--- src/htg_cfg.svh ---
// Constants of the host transaction gateway: widths, sizes and codes.
// Assumes inclusion by the gateway package, the gateway module and the testbench.
//
// Function
// - After a doorbell write with a 16-byte aligned address the gateway fetches the control block by DMA and then interrupts the local processor.
// - One transaction is fetched at a time and doorbells written while busy are dropped; completions name any block, in the order the processor gives them.
// - On completion the gateway writes a pointer to the control block into the host reply queue by DMA.
// - Every reply queue entry carries a tag marking the transaction as completed.
// - On completion the host interrupt is raised only after the completion pointer has been written; a host bus abort or an internal fault also raises it.
// - A disk command that fails after all recovery completes its transaction with a non-success result code.
// - An internal fault halts execution, records an adapter error and raises the host interrupt, leaving work uncompleted.
// - A host bus error ends the cycle with a target or master abort and the transaction is not completed.
// - Write data is fetched from host memory by DMA for the disk and read data is stored to host memory by DMA.
// - Data DMA supports scatter and gather over several noncontiguous host memory regions.
`ifndef HTG_CFG_SVH
`define HTG_CFG_SVH

`define HTG_ADDR_W        32
`define HTG_DATA_W        32
`define HTG_BLOCK_BYTES   128
`define HTG_BLOCK_WORDS   32
`define HTG_BLOCK_ALIGN   16
`define HTG_ALIGN_BITS    4
`define HTG_QDEPTH        8
`define HTG_QPTR_W        3
`define HTG_DONE_TAG      2'h1
`define HTG_TAG_BITS      2
`define HTG_SUCCESS_CODE  8'h00
`define HTG_FAIL_CODE     8'h01
`define HTG_ERR_ALIGN     8'h01
`define HTG_ERR_ABORT     8'h02
`define HTG_ERR_INTERNAL  8'h03

`endif

--- src/htg_pkg.sv ---
// Types shared by the host transaction gateway.
// Assumes htg_cfg.svh is on the include path.
`include "htg_cfg.svh"

package htg_pkg;

  typedef enum logic [2:0] {
    HTG_IDLE,
    HTG_FETCH,
    HTG_CPU,
    HTG_DATA,
    HTG_REPLY,
    HTG_HALT
  } htg_state_t;

  typedef struct packed {
    htg_state_t                  st;
    logic [`HTG_ADDR_W-1:0]      blk_addr;
    logic [5:0]                  word_cnt;
    logic [`HTG_ADDR_W-1:0]      dma_addr;
    logic                        dma_req;
    logic                        dma_wr;
    logic [`HTG_DATA_W-1:0]      dma_wdata;
    logic [`HTG_ADDR_W-1:0]      seg_addr;
    logic [15:0]                 seg_left;
    logic                        data_wr;
    logic [`HTG_DATA_W-1:0]      blk_data;
    logic                        blk_valid;
    logic                        cpu_irq;
    logic                        host_irq;
    logic                        halted;
    logic [7:0]                  err_code;
    logic                        busy;
    logic [7:0]                  result;
    logic                        disk_ack;
    logic [`HTG_DATA_W-1:0]      disk_rdata;
    logic                        disk_rvalid;
  } htg_regs_t;

endpackage

--- src/htg_gateway.sv ---
// Host transaction gateway: doorbell intake, control block fetch, data DMA with
// scatter/gather segments, tagged completion write into the host reply queue.
// Assumes a simple word DMA master port toward the host bus that reports abort.
`timescale 1ns/1ps
`include "htg_cfg.svh"

module htg_gateway
  import htg_pkg::*;
#(
  parameter int QDEPTH = `HTG_QDEPTH
) (
  // Clock and reset
  input  wire logic                   mclk,
  input  wire logic                   rst_n,
  // Request doorbell from the host
  input  wire logic                   request_doorbell_wr,
  input  wire logic [`HTG_ADDR_W-1:0] request_doorbell_data,
  // DMA master toward host memory
  output logic                        dma_req,
  output logic                        dma_wr,
  output logic [`HTG_ADDR_W-1:0]      dma_addr,
  output logic [`HTG_DATA_W-1:0]      dma_wdata,
  input  wire logic                   dma_done,
  input  wire logic [`HTG_DATA_W-1:0] dma_rdata,
  input  wire logic                   dma_target_abort,
  input  wire logic                   dma_master_abort,
  // Control block words toward the local processor
  output logic [`HTG_DATA_W-1:0]      blk_data,
  output logic                        blk_valid,
  output logic                        cpu_irq,
  input  wire logic                   cpu_irq_ack,
  // Data segment commands from the local processor
  input  wire logic                   seg_start,
  input  wire logic [`HTG_ADDR_W-1:0] seg_host_addr,
  input  wire logic [15:0]            seg_words,
  input  wire logic                   seg_to_host,
  // Disk side data words
  input  wire logic                   disk_wvalid,
  input  wire logic [`HTG_DATA_W-1:0] disk_wdata,
  output logic                        disk_ack,
  output logic [`HTG_DATA_W-1:0]      disk_rdata,
  output logic                        disk_rvalid,
  // Completion from the local processor
  input  wire logic                   done_valid,
  input  wire logic [`HTG_ADDR_W-1:0] done_block,
  input  wire logic                   done_failed,
  input  wire logic                   internal_fault,
  // Host reply queue and status
  input  wire logic [`HTG_ADDR_W-1:0] reply_queue_base,
  output logic                        host_irq,
  output logic                        halted,
  output logic [7:0]                  err_code,
  output logic [7:0]                  result,
  output logic                        busy
);

  htg_regs_t q;
  htg_regs_t d;
  logic [`HTG_QPTR_W-1:0] qwr_q;
  logic [`HTG_QPTR_W-1:0] qwr_d;

  // ---------------------------------------------------------------
  // Decode helpers
  // ---------------------------------------------------------------
  function automatic logic aligned(input logic [`HTG_ADDR_W-1:0] a);
    aligned = (a[`HTG_ALIGN_BITS-1:0] == '0);
  endfunction

  function automatic logic [`HTG_ADDR_W-1:0] reply_entry(input logic [`HTG_ADDR_W-1:0] a);
    reply_entry = {a[`HTG_ADDR_W-1:`HTG_TAG_BITS], `HTG_DONE_TAG};
  endfunction

  // ---------------------------------------------------------------
  // Next state
  // ---------------------------------------------------------------
  always_comb begin
    d = q;
    qwr_d = qwr_q;
    d.blk_valid = 1'b0;
    d.disk_ack = 1'b0;
    d.disk_rvalid = 1'b0;
    if (cpu_irq_ack) begin
      d.cpu_irq = 1'b0;
    end
    if (q.dma_req && (dma_target_abort || dma_master_abort)) begin
      // The aborted transfer is dropped and no completion is written.
      d.dma_req = 1'b0;
      d.err_code = `HTG_ERR_ABORT;
      d.host_irq = 1'b1;
      d.st = HTG_IDLE;
      d.busy = 1'b0;
    end else begin
      case (q.st)
        HTG_IDLE: begin
          // A doorbell is taken only here in idle, never while other work runs, and it wins over seg_start and done_valid.
          if (request_doorbell_wr) begin
            if (aligned(request_doorbell_data)) begin
              d.blk_addr = request_doorbell_data;
              d.dma_addr = request_doorbell_data;
              d.word_cnt = '0;
              d.dma_req = 1'b1;
              d.dma_wr = 1'b0;
              d.busy = 1'b1;
              d.st = HTG_FETCH;
            end else begin
              d.err_code = `HTG_ERR_ALIGN;
            end
          end else if (seg_start) begin
            d.seg_addr = seg_host_addr;
            d.seg_left = seg_words;
            d.data_wr = seg_to_host;
            d.busy = 1'b1;
            d.st = HTG_DATA;
          end else if (done_valid) begin
            d.dma_addr = reply_queue_base + {{(`HTG_ADDR_W-`HTG_QPTR_W-2){1'b0}}, qwr_q, 2'b00};
            d.dma_wdata = reply_entry(done_block);
            d.result = done_failed ? `HTG_FAIL_CODE : `HTG_SUCCESS_CODE;
            d.dma_wr = 1'b1;
            d.dma_req = 1'b1;
            d.busy = 1'b1;
            d.st = HTG_REPLY;
          end
        end
        HTG_FETCH: begin
          if (dma_done) begin
            d.blk_data = dma_rdata;
            d.blk_valid = 1'b1;
            if (q.word_cnt == 6'(`HTG_BLOCK_WORDS - 1)) begin
              d.dma_req = 1'b0;
              d.cpu_irq = 1'b1;
              d.st = HTG_CPU;
            end else begin
              d.word_cnt = q.word_cnt + 6'h01;
              d.dma_addr = q.dma_addr + 32'h4;
            end
          end
        end
        HTG_CPU: begin
          d.busy = 1'b0;
          d.st = HTG_IDLE;
        end
        HTG_DATA: begin
          if (q.seg_left == '0) begin
            d.dma_req = 1'b0;
            d.busy = 1'b0;
            d.st = HTG_IDLE;
          end else if (!q.dma_req) begin
            if (q.data_wr && disk_wvalid) begin
              d.dma_wdata = disk_wdata;
              d.disk_ack = 1'b1;
              d.dma_addr = q.seg_addr;
              d.dma_wr = 1'b1;
              d.dma_req = 1'b1;
            end else if (!q.data_wr) begin
              d.dma_addr = q.seg_addr;
              d.dma_wr = 1'b0;
              d.dma_req = 1'b1;
            end
          end else if (dma_done) begin
            d.dma_req = 1'b0;
            d.seg_addr = q.seg_addr + 32'h4;
            d.seg_left = q.seg_left - 16'h0001;
            if (!q.data_wr) begin
              d.disk_rdata = dma_rdata;
              d.disk_rvalid = 1'b1;
            end
          end
        end
        HTG_REPLY: begin
          if (dma_done) begin
            d.dma_req = 1'b0;
            qwr_d = qwr_q + 3'h1;
            d.host_irq = 1'b1;
            d.busy = 1'b0;
            d.st = HTG_IDLE;
          end
        end
        HTG_HALT: begin
          // Only reset leaves this state; doorbells are dropped.
          d.busy = 1'b0;
        end
        default: d.st = HTG_IDLE;
      endcase
    end
    if (internal_fault && q.st != HTG_HALT) begin
      d.st = HTG_HALT;
      d.halted = 1'b1;
      d.err_code = `HTG_ERR_INTERNAL;
      d.host_irq = 1'b1;
      d.dma_req = 1'b0;
      d.busy = 1'b0;
    end
  end

  // ---------------------------------------------------------------
  // State register
  // ---------------------------------------------------------------
  always_ff @(posedge mclk) begin
    if (!rst_n) begin
      q <= '0;
      q.st <= HTG_IDLE;
      q.result <= `HTG_SUCCESS_CODE;
      qwr_q <= '0;
    end else begin
      q <= d;
      qwr_q <= qwr_d;
    end
  end

  assign dma_req     = q.dma_req;
  assign dma_wr      = q.dma_wr;
  assign dma_addr    = q.dma_addr;
  assign dma_wdata   = q.dma_wdata;
  assign blk_data    = q.blk_data;
  assign blk_valid   = q.blk_valid;
  assign cpu_irq     = q.cpu_irq;
  assign disk_ack    = q.disk_ack;
  assign disk_rdata  = q.disk_rdata;
  assign disk_rvalid = q.disk_rvalid;
  assign host_irq    = q.host_irq;
  assign halted      = q.halted;
  assign err_code    = q.err_code;
  assign result      = q.result;
  assign busy        = q.busy;

endmodule

--- config.mk ---
export PLATFORM = sky130hd
export DESIGN_NAME = htg_gateway
export DESIGN_NICKNAME = d
export VERILOG_FILES = /design/src/htg_pkg.sv /design/src/htg_gateway.sv
export VERILOG_INCLUDE_DIRS = /design/src
export SDC_FILE = /design/constraint.sdc
export NUM_CORES = 1
export LEC_CHECK = 0
export BUFFER_PORTS_ARGS = -buffer_cell sky130_fd_sc_hd__clkbuf_2
export CAP_MARGIN = 20
export CORE_ASPECT_RATIO = 0.6
export CORE_MARGIN = 5
export CORE_UTILIZATION = 54
export CTS_BUF_LIST = sky130_fd_sc_hd__clkbuf_2 sky130_fd_sc_hd__clkbuf_4 sky130_fd_sc_hd__clkbuf_8
export CTS_CLUSTER_DIAMETER = 50
export DETAILED_ROUTE_END_ITERATION = 6
export GPL_TIMING_DRIVEN = 0
export MAX_ROUTING_LAYER = met4
export PLACE_DENSITY = 0.81
export SETUP_SLACK_MARGIN = 0.3
export SYNTH_ARGS = -nofsm -noshare
export SYNTH_HDL_FRONTEND = slang
export SYNTH_SLANG_ARGS = --single-unit
--- constraint.sdc ---
create_clock -name mclk -period 2.7 [get_ports mclk]
set_input_delay 0.135 -clock mclk [delete_from_list [all_inputs] [get_ports mclk]]
set_output_delay 0.135 -clock mclk [all_outputs]
set_load 0.02 [all_outputs]
# After elaboration in Yosys (flattened, before gate mapping)

Index checks and enable logic that the tools add are counted.

ROM bits: 0
Flip-flop bits (word level): 240
Output and inout port bits: 153
Memories: 0
Logic and storage cells: 173
RAM bits: 0
Latch bits: 0

Magnitude comparators: 0
Div/mod/pow operators: 0
Shifts and indexed selects: 0
Multipliers: 0
Equal/unequal tests: 36
Muxes and demuxes: 59
Reductions and logical operators: 38
Bitwise operators: 11
$add $sub $neg: 6

Operators with widths:

| kind                                           | number |
|---|---|
| two-way mux 81 bit                             | 2 |
| case mux 81 bit (2 select lines)               | 1 |
| two-way mux 66 bit                             | 2 |
| two-way mux 34 bit                             | 3 |
| two-way mux 32 bit                             | 3 |
| two-way mux 48 bit                             | 2 |
| case mux 32 bit (3 select lines)               | 1 |
| two-way mux 75 bit                             | 1 |
| adder 32 x 3 -> 32 bit (second input constant) | 2 |
| two-way mux 49 bit                             | 1 |
| two-way mux 39 bit                             | 1 |
| two-way mux 38 bit                             | 1 |
| two-way mux 33 bit                             | 1 |
| adder 32 x 5 -> 32 bit                         | 1 |
| inequality test 2 bit (second input constant)  | 16 |
| AND reduction 7 bit                            | 4 |
| two-way mux 3 bit                              | 9 |
| inequality test 4 bit (second input constant)  | 5 |
| two-way mux 1 bit                              | 19 |
| two-way mux 9 bit                              | 2 |
| inequality test 3 bit (second input constant)  | 6 |
| zero test 16 bit                               | 1 |
| two-way mux 8 bit                              | 2 |
| AND reduction 8 bit                            | 2 |
| 34 further kinds                               | 62 |

# Depth between registers and ports, before layout

Gate-level depths: netlist of the first run.

Depth after elaboration: 7
Mapped depth: 11
Depth with buffers taken out: 8

# Least setup slack after synthesis of the first run

No wires, ideal clock.

Path type: register to register
From: register qwr_q[0]
To: register q, in the netlist dma_addr[26]
Slack: 0.353 ns
Arrival: 2.210 ns
Clock period less this slack: 2.347 ns
Data required time: 2.563 ns
Setup time: 0.137 ns
Stages on the path, launching flop included: 10
Cell sequence: dfxtp_1 -> ha_1 -> fa_1 -> a21oi_1 -> or4_1 -> buf_2 -> nor3_1 -> xor2_1 -> a222oi_1 -> a31oi_1

Word-level cells in the longest chain between the ends: 5

RTL lines:

| what                             | line               | RTL |
|---|---|---|
| start: declaration               | htg_gateway.sv:59  | `` logic [`HTG_QPTR_W-1:0] qwr_q; `` |
| start signal: assignment         | htg_gateway.sv:206 | `qwr_q <= qwr_d;` |
| adder 32 x 5 -> 32 bit           | htg_gateway.sv:115 | `` d.dma_addr = reply_queue_base + {{(`HTG_ADDR_W-`HTG_QPTR_W-2){1'b0}}, qwr_q, 2'b00}; `` |
| two-way mux 66 bit               | htg_gateway.sv:114 | `end else if (done_valid) begin` |
| two-way mux 66 bit               | htg_gateway.sv:108 | `end else if (seg_start) begin` |
| two-way mux 34 bit               | htg_gateway.sv:96  | `if (request_doorbell_wr) begin` |
| case mux 32 bit (3 select lines) | htg_gateway.sv:93  | `case (q.st)` |
| end: declaration                 | htg_gateway.sv:57  | `htg_regs_t q;` |

No other way between the ends. The select of a mux whose other input is x is not followed.
A chain may end at the register's enable or synchronous reset.

# Worst setup path after layout of the first run

From: register qwr_q[2]
To: register q, in the netlist dma_addr[18]

Same word-level chain as after synthesis.

==> results.md, run 1 <==
- Status: finished, violations left
- Violated checks: hold timing, setup timing
- DP Cell Count: 2218
- Clock Skews: 0.0182 ns
- Yosys top cell area share: 33.7%
- # clock sinks: 201
- VDD IR max: 0.000447 V
- PnR worst setup slack: -0.00498 ns
- Register area: 4040 um2
- Die ar.: 25300 um2
- Filler Cells Inserted: 1593
- Clk pin slew, worst setup/hold paths: 0.07 ns
- Clk buf depth: 3
- Hpwl dp: 39500 um
- Setup Viol. Count Final: 1
- Area delta synth->final: 39.9%
- Main synth FF type: dfxtp_1
- Post-Syn Area: 12000 um2
- Sequential cell area fraction in the yosys report: 33.7%
- Initial antenna violation count: 1
- Design area: 16700 um2
- Max FO, Critical Path: 5
- Clock Latency Late Sink: 0.59 ns
- Post-Synthesis Cells: 1565
- Number of iterations in the first detailed-routing pass: 7
- Number of global-route vias before repair: 14000
- Core ar.: 21900 um2
- Global-route wire length before repair: 81000 um
- CP Launch Type: flop
- Total CTS buffers: 31
- Yosys cell types: 82
- #FFs+latches synth: 201
- Power per cell area: 489 nW/um2
- Max_slew headroom: 36.8%
- Area contributors post-synth: dfxtp_1, buf_4, a21oi_1, nand2_1, nor2_1
- FMAX: 370 MHz
- Top Ports: 374
- Area after DPL: 14100 um2
- Reg-to-reg slack, setup: -0.005 ns
- H-Tree Depth: 1
- Post-synth EDFFs: 0
- Remaining DRCs: 0
- # Max-Cap Violations: 0
- Die width: 202 um
- Top cell type by total area after synthesis: dfxtp_1
- Commonest non-fill, non-tap cells in the layout: clkbuf_2, nand2_1, dfxtp_1, a21oi_1, buf_4
- Gr ovfl total: 0
- Std cell rows: 42
- WP data required: 3.13 ns
- Layout Cells excl Fill: 2422
- Final design utilization: 76.3%
- CTS root buffer: clkbuf_8
- Hold crit path type: primary input to flop
- Most common cell after layout, fill and taps aside: clkbuf_2
- Fin crit period: 2.70 ns
- Critical Path AT: 3.13 ns
- Slew Viols, Final: 0
- Largest net degree at the start of global routing: 15
- Ratio of cells with drive above 1 in the final layout: 33.7%
- Warnings, synthesis: 0
- Routed WL: 55500 um
- Final ANT Viol Nets: 0
- Hold WS: -0.000906 ns
- All-Layer GR Usage: 41.6%
- Leak: 0.00735 uW
- Port Buf Inserts: 355
- Initial DRC count: 2346
- Hold Fails Final Rpt: 1
- GP Congestion: 1.11
- Crit. End Element: flop
- Initial core utilization: 54.5%
- Power, Total: 8180 uW
- Chip Height: 125 um
- Unrepaired setup endpoints after global routing: yes
- Routed length per instance: 22.9 um
- Worst-Margin Slew: 0.948 ns
- Footprint of the multi-input gates: 6680 um2
- Vias per std cell: 6.14
- # nets final: 2345
- Mean Syn Cell Area: 7.64 um2
- CTS tree: done
- Fraction of registers with async set/reset: 0%
- Routed via count: 14900
- Final Cycle Share: 100%
- WS Path Type: flop to flop
-- layer usage --
metal | GRT usage [%] | wire, um | vias up
li1 | - | - | 6553
met1 | 56.0 | 21700 | 6908
met2 | 60.7 | 23500 | 1226
met3 | 12.7 | 8530 | 189
met4 | 12.0 | 1750 | 0
met5 | - | 0 | -
-- critical path, cell delays in order (launching register included) --
cell and delay (ns):
dfxtp_4 0.36, ha_4 0.31, buf_4 0.13, a21oi_4 0.06
or4_4 0.42, buf_8 0.16, nor3_4 0.12, xor2_1 0.11
a222oi_1 0.70, a31oi_1 0.18
-- final timing paths --
check              endpoint  cells past startpoint                  from
max            dma_addr[18]                      9              qwr_q[2]
min            dma_addr[22]                      4  reply_queue_base[22]
max reg2reg    dma_addr[18]                      9              qwr_q[2]
min reg2reg  disk_rdata[22]                      2        disk_rdata[22]
-- Yosys cell counts, types with 7 or more instances --
| library cell | instances |
|---|---|
| a211oi_1 | 45 |
| a21oi_1 | 182 |
| a221oi_1 | 11 |
| a222oi_1 | 12 |
| a22oi_1 | 16 |
| a311oi_1 | 7 |
| a31oi_1 | 25 |
| and3_1 | 49 |
| and4_1 | 10 |
| buf_2 | 27 |
| buf_4 | 152 |
| clkbuf_1 | 81 |
| dfxtp_1 | 201 |
| ha_1 | 10 |
| inv_1 | 19 |
| nand2_1 | 217 |
| nand3_1 | 40 |
| nand4_1 | 24 |
| nor2_1 | 124 |
| nor2b_1 | 8 |
| nor3_1 | 31 |
| nor4_1 | 12 |
| o211ai_1 | 7 |
| o21ai_0 | 82 |
| xnor2_1 | 29 |
| xor2_1 | 22 |
-- where the power goes --
part	switching, uW	total, uW	internal, uW	leakage, uW
sequential	208	3340	3130	0.00164
combinational	1240	2130	898	0.00537
clock	1290	2700	1420	0.000343
total	2730	8180	5450	0.00735
-- through the flow --
step                setup WS [ns]  TNS (ns)
floorplan                   0.353         0
global placement           -0.331     -1.96
detailed placement         -0.336     -2.17
CTS                         0.237         0
global route               0.0209         0
finish                   -0.00498  -0.00498
-- logic make-up (layout without fill, tap and decap cells) --
| logic type | after synthesis | after routing | synth area share [%] |
|---|---|---|---|
| compound gates | 454 | 454 | 24.3 |
| xor+xnor | 51 | 51 | 3.74 |
| fa+ha+maj | 11 | 11 | 1.21 |
| buf+inv | 282 | 840 | 13.9 |
| flops | 201 | 201 | 33.7 |
| mux | 6 | 6 | 0.513 |
| other cells | 1 | 14 | 0.0314 |
| simple gates | 559 | 559 | 22.6 |
-- sequential cells by signal (all words and copies together) (netlist names) --
| signal | flops |
|---|---|
| qwr_q | 3 |
| q | 58 |
| disk_rdata | 32 |
| dma_wr | 1 |
| blk_valid | 1 |
| disk_rvalid | 1 |
| host_irq | 1 |
| dma_addr | 32 |
| result | 1 |
| err_code | 2 |
| halted | 1 |
| cpu_irq | 1 |
| dma_wdata | 32 |
| busy | 1 |
| blk_data | 32 |
| dma_req | 1 |
| disk_ack | 1 |
-- final cells by class --
cell class / count / area share (%)
Antenna cell: 1 / 0.0150
Inverter: 20 / 0.449
Clock inverter: 10 / 0.464
Timing Repair Buffer: 503 / 19.1
Sequential cell: 201 / 24.2
Buffer: 262 / 10.3
Tap cell: 286 / 2.14
Clock buffer: 45 / 3.33
Multi-Input combinational cell: 1094 / 40.0
-- what timing repair did --
item,in CTS,in global routing
hold buffers,122,0
pin swaps,21,26
cloned,0,1
endpoints found under the setup margin,165,143
setup buffers,8,17
hold endpoints to repair,151,0
resized for setup,59,108
Note: power is estimated with default switching activity, not from simulation.
==> inputs of run 2 (changes only) <==
Settings changed: ABC_AREA set to 1, CORE_UTILIZATION 54 to 55, PLACE_DENSITY 0.81 to 0.8.
==> run 2 against run 1 <==
  * The flow now finishes without violations
  * Global-route usage rose by 4.0 points
  * Sequential share of layout area fell by 1.9 points
  * Setup slack improved by 0.30 ns
==> results.md, run 2 <==
- Hold path start: request_doorbell_data[8]
- Hold Fails Final Rpt: 0
- Final TNS setup: 0 ns
- Max reg flops: 58
- Port Buf Inserts: 356
- Crit path depth: 10
- Area delta synth->final: 34.2%
- WP data required: 3.23 ns
- Initial DRC count: 2652
- Remaining DRCs: 0
- Critical Path AT: 2.94 ns
- Post-synth EDFFs: 0
- Internal power: 6750 uW
- Combinational power share: 42.9%
- Gr ovfl total: 0
- # clock sinks: 201
- Clk buf depth: 3
- Vias per std cell: 5.83
- All-Layer GR Usage: 45.7%
- Clock Skews: 0.0226 ns
- Number of global-route vias before repair: 17400
- Routed WL: 65500 um
- Setup Viol. Count Final: 0
- Warnings, synthesis: 0
- Hold WS: 0.0224 ns
- Core ar.: 24200 um2
- Die ar.: 27800 um2
- Layout Cells excl Fill: 3148
- Top-count cell post-synth: nand2_1
- Final Cycle Share: 89.1%
- GP Congestion: 1.03
- Largest delay share family, worst path: simple AND/OR/NAND/NOR gates
- Leak: 0.00856 uW
- Reg with most FFs: q
- VDD IR max: 0.000438 V
- Main synth FF type: dfxtp_1
- Hold crit path type: primary input to flop
- Crit path launch: q[97]
- CP Launch Type: flop
- Unrepaired setup endpoints after global routing: yes
- Most common cell after layout, fill and taps aside: nand2_1
- Commonest cells in the netlist: nand2_1, nor2_1, dfxtp_1
- Initial core utilization: 55.8%
- Number of iterations in the first detailed-routing pass: 6
- CTS root buffer: clkbuf_8
- Ratio of cells with drive above 1 in the final layout: 22.6%
- CP max stage delay: 0.39 ns
- Final ANT Viol Nets: 0
- Switching share of power: 43.7%
- Post-Syn Area: 13500 um2
- Placement Setup Slack: 0.312 ns
- Global-route wire length before repair: 98100 um
- CTS tree: done
- Register share of total power: 33.8%
- Register area: 4030 um2
- Worst-Margin Slew: 0.915 ns
- Max_slew headroom: 39.0%
- FMAX: 416 MHz
- Fraction of registers with async set/reset: 0%
- FF-to-FF Start: q[97]
- Final design utilization: 74.8%
- Mean Syn Cell Area: 6.04 um2
- Yosys cell types: 50
- Hpwl dp: 45500 um
- Filler Cells Inserted: 1862
- Fin crit period: 2.41 ns
- Slew Viols, Final: 0
- Max FO, Critical Path: 10
- Sequential cell area fraction in the yosys report: 29.9%
- Top cell type by total area after synthesis: dfxtp_1
- Status: completed
- FF-to-FF path depth: 10
- Post-Synthesis Cells: 2230
- Chip Height: 131 um
- Initial antenna violation count: 6
- Post-CTS setup buffers: 0
- Hold depth: 5
- Commonest non-fill, non-tap cells in the layout: nand2_1, nor2_1, clkbuf_2, dfxtp_1, nand3_1
- Std cell rows: 44
- Top cell by count, worst path: nor2_1
- Footprint of the multi-input gates: 7420 um2
- DP Cell Count: 2920
- # nets final: 3029
- Largest net degree at the start of global routing: 16
- Yosys top cell area share: 29.9%
- Routed via count: 18400
- Power per cell area: 663 nW/um2
- Worst path cell trace: nor2_1, nand2_1, nor2_1, nand3_2, nand3_1, inv_2, nand2_1, buf_1, o21ai_0, nor2_1
- PnR worst setup slack: 0.294 ns
- Clk pin slew, worst setup/hold paths: 0.08 ns
- H-Tree Depth: 1
- # Max-Cap Violations: 0
- NetSw: 5230 uW
- Clock power share: 23.3%
- Routed length per instance: 20.8 um
- Slowest CP cell: dfxtp_1
- #FFs+latches synth: 201
- Crit path buffers/inverters: 2
- Top Ports: 374
- Clock Latency Late Sink: 0.62 ns
- Total CTS buffers: 31
- Die width: 212 um
- Area contributors post-synth: dfxtp_1, nand2_1, nor2_1, buf_4, nand3_1
- WS Path Type: flop to flop
- Crit. End Element: flop
==> run 2: cell types whose count changed in the layout (fill, tap and decap cells not counted), moves of 40 or more <==
| cell | before | now |
|---|---|---|
| inv_1 | 19 | 133 |
| o21ai_0 | 79 | 139 |
| nand2_1 | 217 | 607 |
| dlygate4sd3_1 | 122 | 166 |
| and3_1 | 48 | 2 |
| a211oi_1 | 43 | 3 |
| nor2_1 | 123 | 394 |
| nand3_1 | 38 | 192 |
==> run 2: timing repair <==
item	4_1_cts	5_1_grt
setup endpoints to repair	0	60
endpoints found under the hold margin	170	0
gates resized for setup	0	27
hold buffers	166	0
==> run 2: path summary, 6_finish.rpt <==
path,endpoint,slack (ns)
min reg2reg,busy,0.47
min,dma_addr[8],0.02
max reg2reg,dma_wdata[5],0.29
max,dma_wdata[5],0.29
==> run 2: metrics by stage <==
step	total power, uW	cell area, um2
4_1_cts	11600	18000
3_3_place_gp	8530	15700
5_1_grt	12400	18100
3_5_place_dp	8650	15700
6_report	12000	18100
2_1_floorplan	7030	13500
==> run 2: cell families (layout without fill, tap and decap cells) <==
kind of cell             Yosys count  count (layout)  share of synthesized area [%]
buffers and inverters            385             963                           15.5
adder cells (fa/ha/maj)           11              11                           1.08
flip-flops                       201             201                           29.9
XOR/XNOR                          16              16                           1.04
AND/OR/NAND/NOR                 1271            1271                           38.9
other                              1              19                         0.0278
AO/OA/AOI/OAI                    345             345                           13.5
==> run 2: layout make-up <==
class / instances / share of cell area [%]
buffer: 245 / 8.78
sequential: 201 / 22.3
multi-input combinational: 1656 / 41.0
timing repair buffer: 522 / 19.0
clock buffer: 48 / 3.38
inverter: 140 / 2.93
tap: 322 / 2.23
clock inverter: 8 / 0.256
antenna: 6 / 0.0830
==> run 2: power groups by stage <==
stage,registers [uW],logic [uW],clock network [uW]
after floorplan,3860,3170,0
after global placement,4020,4510,0
after detailed placement,4040,4610,0
after CTS,3980,4830,2750
after global routing,4080,5470,2900
final,4050,5140,2800
==> run 2: worst min-delay path, stage by stage <==
cell,delay (ns)
clkbuf_2,0.10
nand2_1,0.06
a21oi_1,0.08
nor2_1,0.14
nor2_1,0.06
==> run 2: routing by layer <==
metal	wire, um	vias to the layer above	GRT usage [%]
li1	-	8158	-
met1	24800	8286	59.6
met2	27100	1572	65.3
met3	10000	335	14.0
met4	3570	0	19.7
met5	0	-	-
